## config.mk

```make
export PLATFORM = sky130hd
export DESIGN_NAME = io_pin_monitor
export DESIGN_NICKNAME = d
export VERILOG_FILES = /design/src/rtl/io_pin_monitor_pkg.sv /design/src/rtl/io_line_filter.sv /design/src/rtl/io_pin_monitor.sv
export SDC_FILE = /design/constraint.sdc
export NUM_CORES = 1
export LEC_CHECK = 0
export ABC_AREA = 1
export BUFFER_PORTS_ARGS = -buffer_cell sky130_fd_sc_hd__buf_2
export CAP_MARGIN = 20
export CORE_UTILIZATION = 55
export DETAILED_ROUTE_END_ITERATION = 16
export GPL_ROUTABILITY_DRIVEN = 1
export PLACE_DENSITY_LB_ADDON = 0.2
export SYNTH_ARGS = -nofsm -noshare
export SYNTH_HDL_FRONTEND = slang
export SYNTH_HIERARCHICAL = 1
export SYNTH_SLANG_ARGS = --single-unit
```

## constraint.sdc

```tcl
create_clock -name clock -period 9.8 [get_ports clock]
set_clock_uncertainty 0.15 [all_clocks]
set_input_delay 0.49 -clock clock [delete_from_list [all_inputs] [get_ports clock]]
set_output_delay 0.49 -clock clock [all_outputs]
set_load 0.01 [all_outputs]
```

## src/rtl/io_pin_monitor_pkg.sv

```systemverilog
package io_pin_monitor_pkg;

    // ------------------------------------------------------------
    // Clock and timing
    // ------------------------------------------------------------
    localparam int unsigned CLK_HZ          = 25000000;
    localparam int unsigned BOOT_TIME_S     = 30;
    localparam int unsigned BOOT_CYCLES     = BOOT_TIME_S * CLK_HZ;
    localparam int unsigned SAMPLE_WIN_MS   = 250;
    localparam int unsigned CONV_PER_SAMPLE = 20;
    localparam int unsigned CONV_CYCLES     = (SAMPLE_WIN_MS * (CLK_HZ / 1000)) / CONV_PER_SAMPLE;
    localparam int unsigned PULSE_MAX_HZ    = 140;
    localparam int unsigned DUTY_MIN_PCT    = 20;
    // Shortest legal pulse phase, rounded down so no legal pulse is rejected
    localparam int unsigned PULSE_MIN_CYC   = (CLK_HZ / PULSE_MAX_HZ) * DUTY_MIN_PCT / 100;
    localparam int unsigned FILT_CYCLES     = PULSE_MIN_CYC / 4;

    // ------------------------------------------------------------
    // Line layout
    // ------------------------------------------------------------
    localparam int unsigned NUM_LINES    = 5;
    localparam int unsigned LINE_PRIMARY = 0;  // Power connector line
    localparam int unsigned LINE_SER_A   = 3;  // Aux line shared with serial
    localparam int unsigned LINE_SER_B   = 4;  // Aux line shared with serial
    localparam int unsigned NUM_CHAN     = 5;  // Analog: 3 lines, supply, temperature
    localparam int unsigned CHAN_SUPPLY  = 3;
    localparam int unsigned CHAN_TEMP    = 4;
    localparam logic [4:0]  ANALOG_CAPABLE = 5'h07;
    localparam int unsigned ADC_W        = 12;
    localparam int unsigned CNT_W        = 16;

    // ------------------------------------------------------------
    // Significance thresholds in ADC codes
    // ------------------------------------------------------------
    localparam logic [11:0] THR_5V     = 12'h0a4;  // 200 mV at 5 V full scale
    localparam logic [11:0] THR_10V    = 12'h08f;  // 350 mV at 10 V full scale
    localparam logic [11:0] THR_SUPPLY = 12'h07b;  // 300 mV at 10 V full scale
    localparam logic [11:0] THR_TEMP   = 12'h00a;  // 1 degree in temperature codes

    // ------------------------------------------------------------
    // Per-line configuration
    // ------------------------------------------------------------
    typedef enum logic [2:0] {
        MODE_OFF     = 3'b000,
        MODE_DIGITAL = 3'b001,
        MODE_PULSE   = 3'b010,
        MODE_DRY     = 3'b011,
        MODE_ANALOG  = 3'b100,
        MODE_SINK    = 3'b101,
        MODE_OPEN    = 3'b110
    } line_mode_t;

    typedef struct packed {
        line_mode_t mode;
        logic       range10V;
        logic       standbyTrig;
        logic       outLevel;  // Output switch on for sink or open drain
    } line_cfg_t;

    localparam line_cfg_t CFG_DEFAULT = '{MODE_OFF, 1'b0, 1'b0, 1'b0};

    typedef struct packed {
        logic             valid;
        logic [2:0]       chan;
        logic [ADC_W-1:0] value;
    } adc_sample_t;

endpackage : io_pin_monitor_pkg

```

## src/rtl/io_line_filter.sv

```systemverilog
`timescale 1ns/10ps
module io_line_filter #(
    parameter int unsigned FILT = 8
) (
    // Clocking
    input  wire logic clock,
    input  wire logic sys_rst,
    input  wire logic clkEn,
    // Line
    input  wire logic rawIn,
    output logic      levelOut,
    output logic      riseOut
);
    typedef struct packed {
        logic        sync1;
        logic        sync2;
        logic [15:0] cnt;
        logic        level;
        logic        rise;
    } filt_state_t;

    filt_state_t st_reg;
    filt_state_t st_next;

    // ------------------------------------------------------------
    // Two-stage synchroniser then a stability filter
    // ------------------------------------------------------------
    // Glitches shorter than FILT cycles never change the qualified level
    always_comb begin
        st_next       = st_reg;
        st_next.sync1 = rawIn;
        st_next.sync2 = st_reg.sync1;
        st_next.rise  = 1'b0;
        if (st_reg.sync2 == st_reg.level) begin
            st_next.cnt = 16'h0000;
        end else if (st_reg.cnt >= 16'(FILT)) begin
            st_next.level = st_reg.sync2;
            st_next.cnt   = 16'h0000;
            st_next.rise  = st_reg.sync2;
        end else begin
            st_next.cnt = st_reg.cnt + 16'h0001;
        end
    end

    // State register
    always_ff @(posedge clock) begin
        if (sys_rst) begin
            st_reg <= '0;
        end else if (clkEn) begin
            st_reg <= st_next;
        end
    end

    assign levelOut = st_reg.level;
    assign riseOut  = st_reg.rise & clkEn;
endmodule : io_line_filter

```

## src/rtl/io_pin_monitor.sv

```systemverilog
// What this block does
// - Serial enable kills input functions on shared lines
// - Standby trigger excludes sink and pull-up
// - Defaults during boot; settings after 30 s
// - Pulse counter handles 140 Hz, 20-80% duty
// - Standby suspends pulse counting
// - Standby suspends pull-up dry-contact inputs
// - Only power-connector input wakes from standby
// - Analog range per line: 5 V or 10 V
// - Average twenty conversions over 250 ms
// - Notify host on significant sample change
// - Thresholds 200 mV at 5 V, 350 mV at 10 V
// - Supply 300 mV, temperature 1 degree thresholds
// - Sink and open drain only on power line
// - Event on monitored input state change
`timescale 1ns/10ps
module io_pin_monitor #(
    parameter int unsigned BOOT_CYC = io_pin_monitor_pkg::BOOT_CYCLES,
    parameter int unsigned CONV_CYC = io_pin_monitor_pkg::CONV_CYCLES,
    parameter int unsigned FILT_CYC = io_pin_monitor_pkg::FILT_CYCLES
) (
    // Clocking
    input  wire logic                                clock,
    input  wire logic                                sys_rst,
    input  wire logic                                clkEn,
    // Configuration and router state
    input  wire io_pin_monitor_pkg::line_cfg_t [4:0] lineCfg,
    input  wire logic                                serialEn,
    input  wire logic                                standby,
    // Line pins
    input  wire logic [4:0]                          lineIn,
    output logic [4:0]                               pullUpEn,
    output logic                                     sinkOn,
    output logic                                     drainOe,
    output logic                                     drainOut,
    // Converter side
    input  wire io_pin_monitor_pkg::adc_sample_t     adcSample,
    output logic                                     adcStart,
    output logic [2:0]                               adcChan,
    // Results to host
    output logic [4:0]                               lineLevel,
    output logic [4:0][15:0]                         pulseCount,
    output logic [4:0][11:0]                         sampleVal,
    output logic [4:0]                               sampleNotify,
    output logic [4:0]                               lineEvent,
    output logic                                     wakeReq,
    output logic [4:0]                               cfgReject
);
    localparam int unsigned AW = io_pin_monitor_pkg::ADC_W;

    typedef enum logic [1:0] {
        ST_BOOT = 2'b00,
        ST_RUN  = 2'b01
    } run_state_t;

    typedef struct packed {
        run_state_t      phase;
        logic [31:0]     bootCnt;
        logic [31:0]     convCnt;
        logic [2:0]      chan;
        logic [4:0]      convIdx;
        logic [4:0][16:0] acc;
        logic [4:0]      rej;
        logic [4:0][11:0] sample;
        logic [4:0]      notify;
        logic [4:0][15:0] count;
        logic [4:0]      level;
        logic [4:0]      event_;
        logic [4:0]      pull;
        logic            sink;
        logic            drain;
        logic            wake;
        logic            start;
    } mon_state_t;

    mon_state_t st_reg;
    mon_state_t st_next;

    wire  [4:0]  qLevel;
    wire  [4:0]  qRise;
    wire  [4:0]  fnEn;
    wire  [4:0]  reject;

    // ------------------------------------------------------------
    // Per-line qualification, gating and configuration checks
    // ------------------------------------------------------------
    // Every line gets its own synchroniser and stability filter; the filter
    // length is short against the narrowest legal pulse phase, so rated
    // pulses always pass while contact bounce is swallowed
    genvar gi;
    generate
        for (gi = 0; gi < 5; gi++) begin : g_line
            io_line_filter #(
                .FILT     (FILT_CYC)
            ) u_io_line_filter (
                .clock    (clock),
                .sys_rst  (sys_rst),
                .clkEn    (clkEn),
                .rawIn    (lineIn[gi]),
                .levelOut (qLevel[gi]),
                .riseOut  (qRise[gi])
            );

            // Serial use of a shared line takes every input function away
            assign fnEn[gi] = !(serialEn && ((gi == io_pin_monitor_pkg::LINE_SER_A) ||
                                             (gi == io_pin_monitor_pkg::LINE_SER_B)));

            // Refused settings leave the line idle instead of half applied
            assign reject[gi] =
                (lineCfg[gi].standbyTrig &&
                 ((lineCfg[gi].mode == io_pin_monitor_pkg::MODE_SINK) ||
                  (lineCfg[gi].mode == io_pin_monitor_pkg::MODE_DRY))) ||
                ((gi != io_pin_monitor_pkg::LINE_PRIMARY) &&
                 ((lineCfg[gi].mode == io_pin_monitor_pkg::MODE_SINK) ||
                  (lineCfg[gi].mode == io_pin_monitor_pkg::MODE_OPEN))) ||
                (!io_pin_monitor_pkg::ANALOG_CAPABLE[gi] &&
                 (lineCfg[gi].mode == io_pin_monitor_pkg::MODE_ANALOG));
        end
    endgenerate

    // ------------------------------------------------------------
    // Next-state logic
    // ------------------------------------------------------------
    // Nothing the user configured reaches a pin until boot is over; the
    // reset value of every output field is the safe default
    always_comb begin
        logic [16:0]   avgWide;
        logic [AW-1:0] avg;
        logic [AW-1:0] diff;
        logic [AW-1:0] thr;
        logic [2:0]    nextChan;
        logic          chanOn;
        logic          running;
        avgWide  = 17'h00000;
        avg      = '0;
        diff     = '0;
        thr      = '0;
        nextChan = 3'h0;
        chanOn   = 1'b0;
        running  = (st_reg.phase == ST_RUN);
        st_next  = st_reg;

        // Boot timer, then settings go live
        if (st_reg.phase == ST_BOOT) begin
            if (st_reg.bootCnt >= 32'(BOOT_CYC - 1)) begin
                st_next.phase = ST_RUN;
            end else begin
                st_next.bootCnt = st_reg.bootCnt + 32'h00000001;
            end
        end

        // Per-line input functions
        for (int i = 0; i < 5; i++) begin
            st_next.event_[i] = 1'b0;
            // Pull-up only for dry contacts, dropped in standby
            st_next.pull[i] = running && fnEn[i] && !reject[i] && !standby &&
                              (lineCfg[i].mode == io_pin_monitor_pkg::MODE_DRY);
            // Counter frozen in standby and on refused or serial lines
            if (running && fnEn[i] && !reject[i] && !standby && qRise[i] &&
                (lineCfg[i].mode == io_pin_monitor_pkg::MODE_PULSE)) begin
                st_next.count[i] = st_reg.count[i] + 16'h0001;
            end
            // Monitored level and its change event
            if (running && fnEn[i] && !reject[i] &&
                ((lineCfg[i].mode == io_pin_monitor_pkg::MODE_DIGITAL) ||
                 (lineCfg[i].mode == io_pin_monitor_pkg::MODE_PULSE) ||
                 ((lineCfg[i].mode == io_pin_monitor_pkg::MODE_DRY) && !standby))) begin
                st_next.level[i]  = qLevel[i];
                st_next.event_[i] = (qLevel[i] != st_reg.level[i]);
            end
        end
        st_next.rej = reject;

        // Output switches exist on the power connector line only
        st_next.sink = running && !reject[io_pin_monitor_pkg::LINE_PRIMARY] &&
                       (lineCfg[io_pin_monitor_pkg::LINE_PRIMARY].mode == io_pin_monitor_pkg::MODE_SINK) &&
                       lineCfg[io_pin_monitor_pkg::LINE_PRIMARY].outLevel;
        st_next.drain = running && !reject[io_pin_monitor_pkg::LINE_PRIMARY] &&
                        (lineCfg[io_pin_monitor_pkg::LINE_PRIMARY].mode == io_pin_monitor_pkg::MODE_OPEN) &&
                        lineCfg[io_pin_monitor_pkg::LINE_PRIMARY].outLevel;

        // Wake comes from the power connector digital input alone
        st_next.wake = running && standby &&
                       (lineCfg[io_pin_monitor_pkg::LINE_PRIMARY].mode == io_pin_monitor_pkg::MODE_DIGITAL) &&
                       (qLevel[io_pin_monitor_pkg::LINE_PRIMARY] !=
                        st_reg.level[io_pin_monitor_pkg::LINE_PRIMARY]);

        // ------------------------------------------------------------
        // Analog sampler: one channel at a time, twenty conversions each
        // ------------------------------------------------------------
        st_next.start  = 1'b0;
        st_next.notify = 5'h00;
        if (st_reg.chan >= 3'(io_pin_monitor_pkg::NUM_CHAN - 1)) begin
            nextChan = 3'h0;
        end else begin
            nextChan = st_reg.chan + 3'h1;
        end
        // Supply and temperature are always watched, lines only when analog
        chanOn = (st_reg.chan >= 3'(io_pin_monitor_pkg::CHAN_SUPPLY)) ||
                 ((lineCfg[st_reg.chan].mode == io_pin_monitor_pkg::MODE_ANALOG) &&
                  fnEn[st_reg.chan] && !reject[st_reg.chan]);
        if (st_reg.chan == 3'(io_pin_monitor_pkg::CHAN_TEMP)) begin
            thr = io_pin_monitor_pkg::THR_TEMP;
        end else if (st_reg.chan == 3'(io_pin_monitor_pkg::CHAN_SUPPLY)) begin
            thr = io_pin_monitor_pkg::THR_SUPPLY;
        end else if (lineCfg[st_reg.chan].range10V) begin
            thr = io_pin_monitor_pkg::THR_10V;
        end else begin
            thr = io_pin_monitor_pkg::THR_5V;
        end
        // Average includes the conversion arriving now; the sum of twenty
        // full-scale codes still fits seventeen bits
        avgWide = (st_reg.acc[st_reg.chan] + 17'(adcSample.value)) /
                  17'(io_pin_monitor_pkg::CONV_PER_SAMPLE);
        avg     = avgWide[AW-1:0];
        if (avg >= st_reg.sample[st_reg.chan]) begin
            diff = avg - st_reg.sample[st_reg.chan];
        end else begin
            diff = st_reg.sample[st_reg.chan] - avg;
        end

        if (running && !chanOn) begin
            // Skip an idle channel at once so the others keep their pace
            st_next.chan               = nextChan;
            st_next.convIdx            = 5'h00;
            st_next.acc[st_reg.chan]   = 17'h00000;
        end else if (running) begin
            // Conversion pacing
            if (st_reg.convCnt >= 32'(CONV_CYC - 1)) begin
                st_next.convCnt = 32'h00000000;
                st_next.start   = 1'b1;
            end else begin
                st_next.convCnt = st_reg.convCnt + 32'h00000001;
            end
            // A result for another channel is stale and ignored
            if (adcSample.valid && (adcSample.chan == st_reg.chan)) begin
                if (st_reg.convIdx >= 5'(io_pin_monitor_pkg::CONV_PER_SAMPLE - 1)) begin
                    st_next.sample[st_reg.chan] = avg;
                    st_next.notify[st_reg.chan] = (diff >= thr);
                    st_next.acc[st_reg.chan]    = 17'h00000;
                    st_next.convIdx             = 5'h00;
                    st_next.chan                = nextChan;
                end else begin
                    st_next.acc[st_reg.chan] = st_reg.acc[st_reg.chan] + 17'(adcSample.value);
                    st_next.convIdx          = st_reg.convIdx + 5'h01;
                end
            end
        end
    end

    // ------------------------------------------------------------
    // State register
    // ------------------------------------------------------------
    // Reset returns to boot with every switch open and every pull-up off
    always_ff @(posedge clock) begin
        if (sys_rst) begin
            st_reg <= '0;
        end else if (clkEn) begin
            st_reg <= st_next;
        end
    end

    // Outputs straight from flip-flops, except drainOut tied low
    assign pullUpEn     = st_reg.pull;
    assign sinkOn       = st_reg.sink;
    assign drainOe      = st_reg.drain;
    assign drainOut     = 1'b0; // Open drain only ever pulls low
    assign adcStart     = st_reg.start;
    assign adcChan      = st_reg.chan;
    assign lineLevel    = st_reg.level;
    assign pulseCount   = st_reg.count;
    assign sampleVal    = st_reg.sample;
    assign sampleNotify = st_reg.notify;
    assign lineEvent    = st_reg.event_;
    assign wakeReq      = st_reg.wake;
    assign cfgReject    = st_reg.rej;
endmodule : io_pin_monitor

```

==> results_dict.tcl <==
set metrics [dict create \
    leakage_nw 12.7 \
    start_util_pct 55.8 \
    antenna_found_initial 9 \
    p_switching_mw 1.25 \
    grt_use_total_pct 28.3 \
    path_delay_family "simple AND/OR/NAND/NOR gates" \
    ys_seq_elements 427 \
    clkSinkCount 427 \
    post-route-min-period_ns 9.88 \
    yosysSeqAreaShare_pct 32.9 \
    hold_violations 0 \
    power_frac_seq_pct 39.1 \
    die_y_um 219 \
    rsz0062_at_grt "yes" \
    syn_nets 3894 \
    cp.arrival_ns 10.17 \
    clk-insertion-delay-late_ns 0.61 \
    fmax_ghz 0.101 \
    grt_start_max_net_pins 134 \
    worst_pin_slew_ns 1.10 \
    start_kind "register" \
    slew-limit-headroom_pct 25.1 \
    fin_ws_ns -0.0805 \
    vias_per_cell 5.54 \
    grt_pass1_wl_um 112000 \
    wl_per_cell_um 15.4 \
    coreArea_mm2 0.0466 \
    ys_top_cells_by_area "dfxtp_1, nand2_1, inv_1" \
    ios 229 \
    globalplace.congestion 0.915 \
    drive_above_1_share_pct 21.8 \
    final_max_slew_viol_count 0 \
    drt-pass1-iter-count 6 \
    critPathMaxStageDelay_ns 0.36 \
    synthCells 3772 \
    setup.worst_path.class "reg2reg" \
    synth_edf_count 0 \
    cts_tree "done" \
    yosysUniqueCellTypes 63 \
    crit_required_ns 10.09 \
    p_sw_share_pct 27.9 \
    area_growth_pct 15.4 \
    worst_path_max_delay_cell "dfxtp_2" \
    grt_pass1_vias 22516 \
    num_vias 25470 \
    dr.first_iter.drc_count 1819 \
    fin_nets 4076 \
    holdWs_ns 0.0512 \
    clkTransAtPathRegs_ns 0.06 \
    hp-start "lineCfg[4]" \
    numCtsBuffers 47 \
    fp.dieW_um 219 \
    wirelength_um 70700 \
    cp_max_fo 6 \
    p_clk_share_pct 42.0 \
    setup_viol_count_final 5 \
    hp-class "in2reg" \
    power_density_mw_per_mm2 149 \
    portBuffers 223 \
    path_buf_inv 13 \
    htree_num_levels 2 \
    intPower_mw 3.22 \
    fin_crit_sh_pct 101 \
    yosys_warnings 6 \
    critPathMostFrequentCell "nand2_4" \
    total_power_mw 4.46 \
    yosys.area.top_type "dfxtp_1" \
    status "finished, violations left" \
    worstSetupStartpoint "adcChan[2]$_SDFFE_PP0P_" \
    dp_hpwl_um 48900 \
    grt_overflow 0 \
    netlist_area_mm2 0.0260 \
    die-area_mm2 0.0481 \
    violations "setup timing" \
    cts-root-buf "clkbuf_16" \
    synth-main-ff-cell "dfxtp_1" \
    syn-mean-instance-area_um2 6.89 \
    peakVddDrop_mv 0.142 \
    ant_nets 0 \
    largest_reg_flops 155 \
    synth_top_area_share_pct 32.9 \
    worstReg2RegStart "adcChan[2]$_SDFFE_PP0P_" \
    synth_common_cells "nand2_1, inv_1, dfxtp_1" \
    async_reset_ff_share_pct 0 \
    drc 0 \
    ff2ff_setup_slack_ns -0.08 \
    fillers 4178 \
    combPwrFrac_pct 18.9 \
    yosysMostFrequentCell "nand2_1" \
    rows 79 \
    max_cap_viol_count 0 \
    clk_path_buf_depth 3 \
    end_kind "register" \
]
## layer usage
metal / global-route usage, % / routed length, um
met5: 0 / 57
met4: 11.0 / 2300
met3: 4.68 / 4950
met2: 45.6 / 31900
met1: 37.7 / 31500
## timing repair
item,CTS,global route
gates resized for setup,101,57
setup buffers,29,14
endpoints found under the setup margin,5,5
pin swaps,62,66
hold buffers,5,0
hold endpoints to repair,5,0
## power by group through the flow
stage	registers, mW	clock network, mW	logic, mW
2_1_floorplan	1.78	0	0.451
4_1_cts	1.75	1.91	0.758
6_report	1.75	1.87	0.843
3_3_place_gp	1.78	0	0.671
3_5_place_dp	1.79	0	0.678
5_1_grt	1.75	1.98	0.922
## cells in the final DEF (no fill, tap or decap), types with 29 or more instances in the layout
cell	n
nand2_1	603
inv_1	448
dfxtp_1	424
nor2_1	329
a21oi_1	284
o21ai_0	258
buf_2	222
buf_4	191
nand3_1	186
nor3_1	108
nand2_2	98
o211ai_1	71
nand4_1	68
o22ai_1	60
a21oi_2	59
ha_1	54
clkbuf_16	48
nand3_2	36
nand2_4	35
inv_2	33
nor4_1	29
a211oi_1	29
## tightest hold or removal path, cell delays in order
cell	delay, ns
buf_2	0.12
nand4_1	0.09
a21oi_1	0.06
## layout make-up
class | instances | area (um2) | area share, %
Clock buffer | 61 | 1330 | 4.44
Clock inverter | 21 | 303 | 1.01
Inverter | 505 | 1940 | 6.47
Antenna cell | 4 | 10.0 | 0.0334
Tap cell | 607 | 759 | 2.53
Sequential cell | 427 | 8560 | 28.5
Multi-Input combinational cell | 2539 | 14300 | 47.6
Timing Repair Buffer | 434 | 2810 | 9.37
## cell families after synthesis
| logic type | count (synthesis) | synth area share, % |
|---|---|---|
| XOR/XNOR | 32 | 1.08 |
| other | 1 | 0.0144 |
| AO/OA/AOI/OAI | 869 | 19.7 |
| AND/OR/NAND/NOR | 1569 | 28.4 |
| buffers and inverters | 806 | 14.6 |
| multiplexers | 2 | 0.0771 |
| adder cells (fa/ha/maj) | 66 | 3.26 |
| flip-flops | 427 | 32.9 |
## metrics by stage
| step | instance area (um2) | utilization, % | std cells | setup TNS (ns) | worst slack [ns] |
|---|---|---|---|---|---|
| after global placement | 27300 | 58.6 | 4463 | -2.34 | -0.471 |
| after CTS | 29600 | 63.6 | 4578 | -0.0568 | -0.0338 |
| final | 30000 | 64.4 | 4598 | -0.349 | -0.0805 |
| after global routing | 30000 | 64.4 | 4598 | -3.84 | -0.773 |
| after floorplan | 26000 | - | 3772 | 0 | 0.0394 |
| after detailed placement | 27300 | 58.6 | 4463 | -3.35 | -0.678 |
## worst paths after layout
path | end | cells after the start
setup / recovery | sampleNotify[4]$_SDFFE_PP0P_ | 86
hold / removal | drainOe$_SDFFE_PP0P_ | 3
setup reg to reg | sampleNotify[4]$_SDFFE_PP0P_ | 86
hold reg to reg | st_reg[325]$_SDFFE_PP0P_ | 2
(Power assumes the default switching activity.)
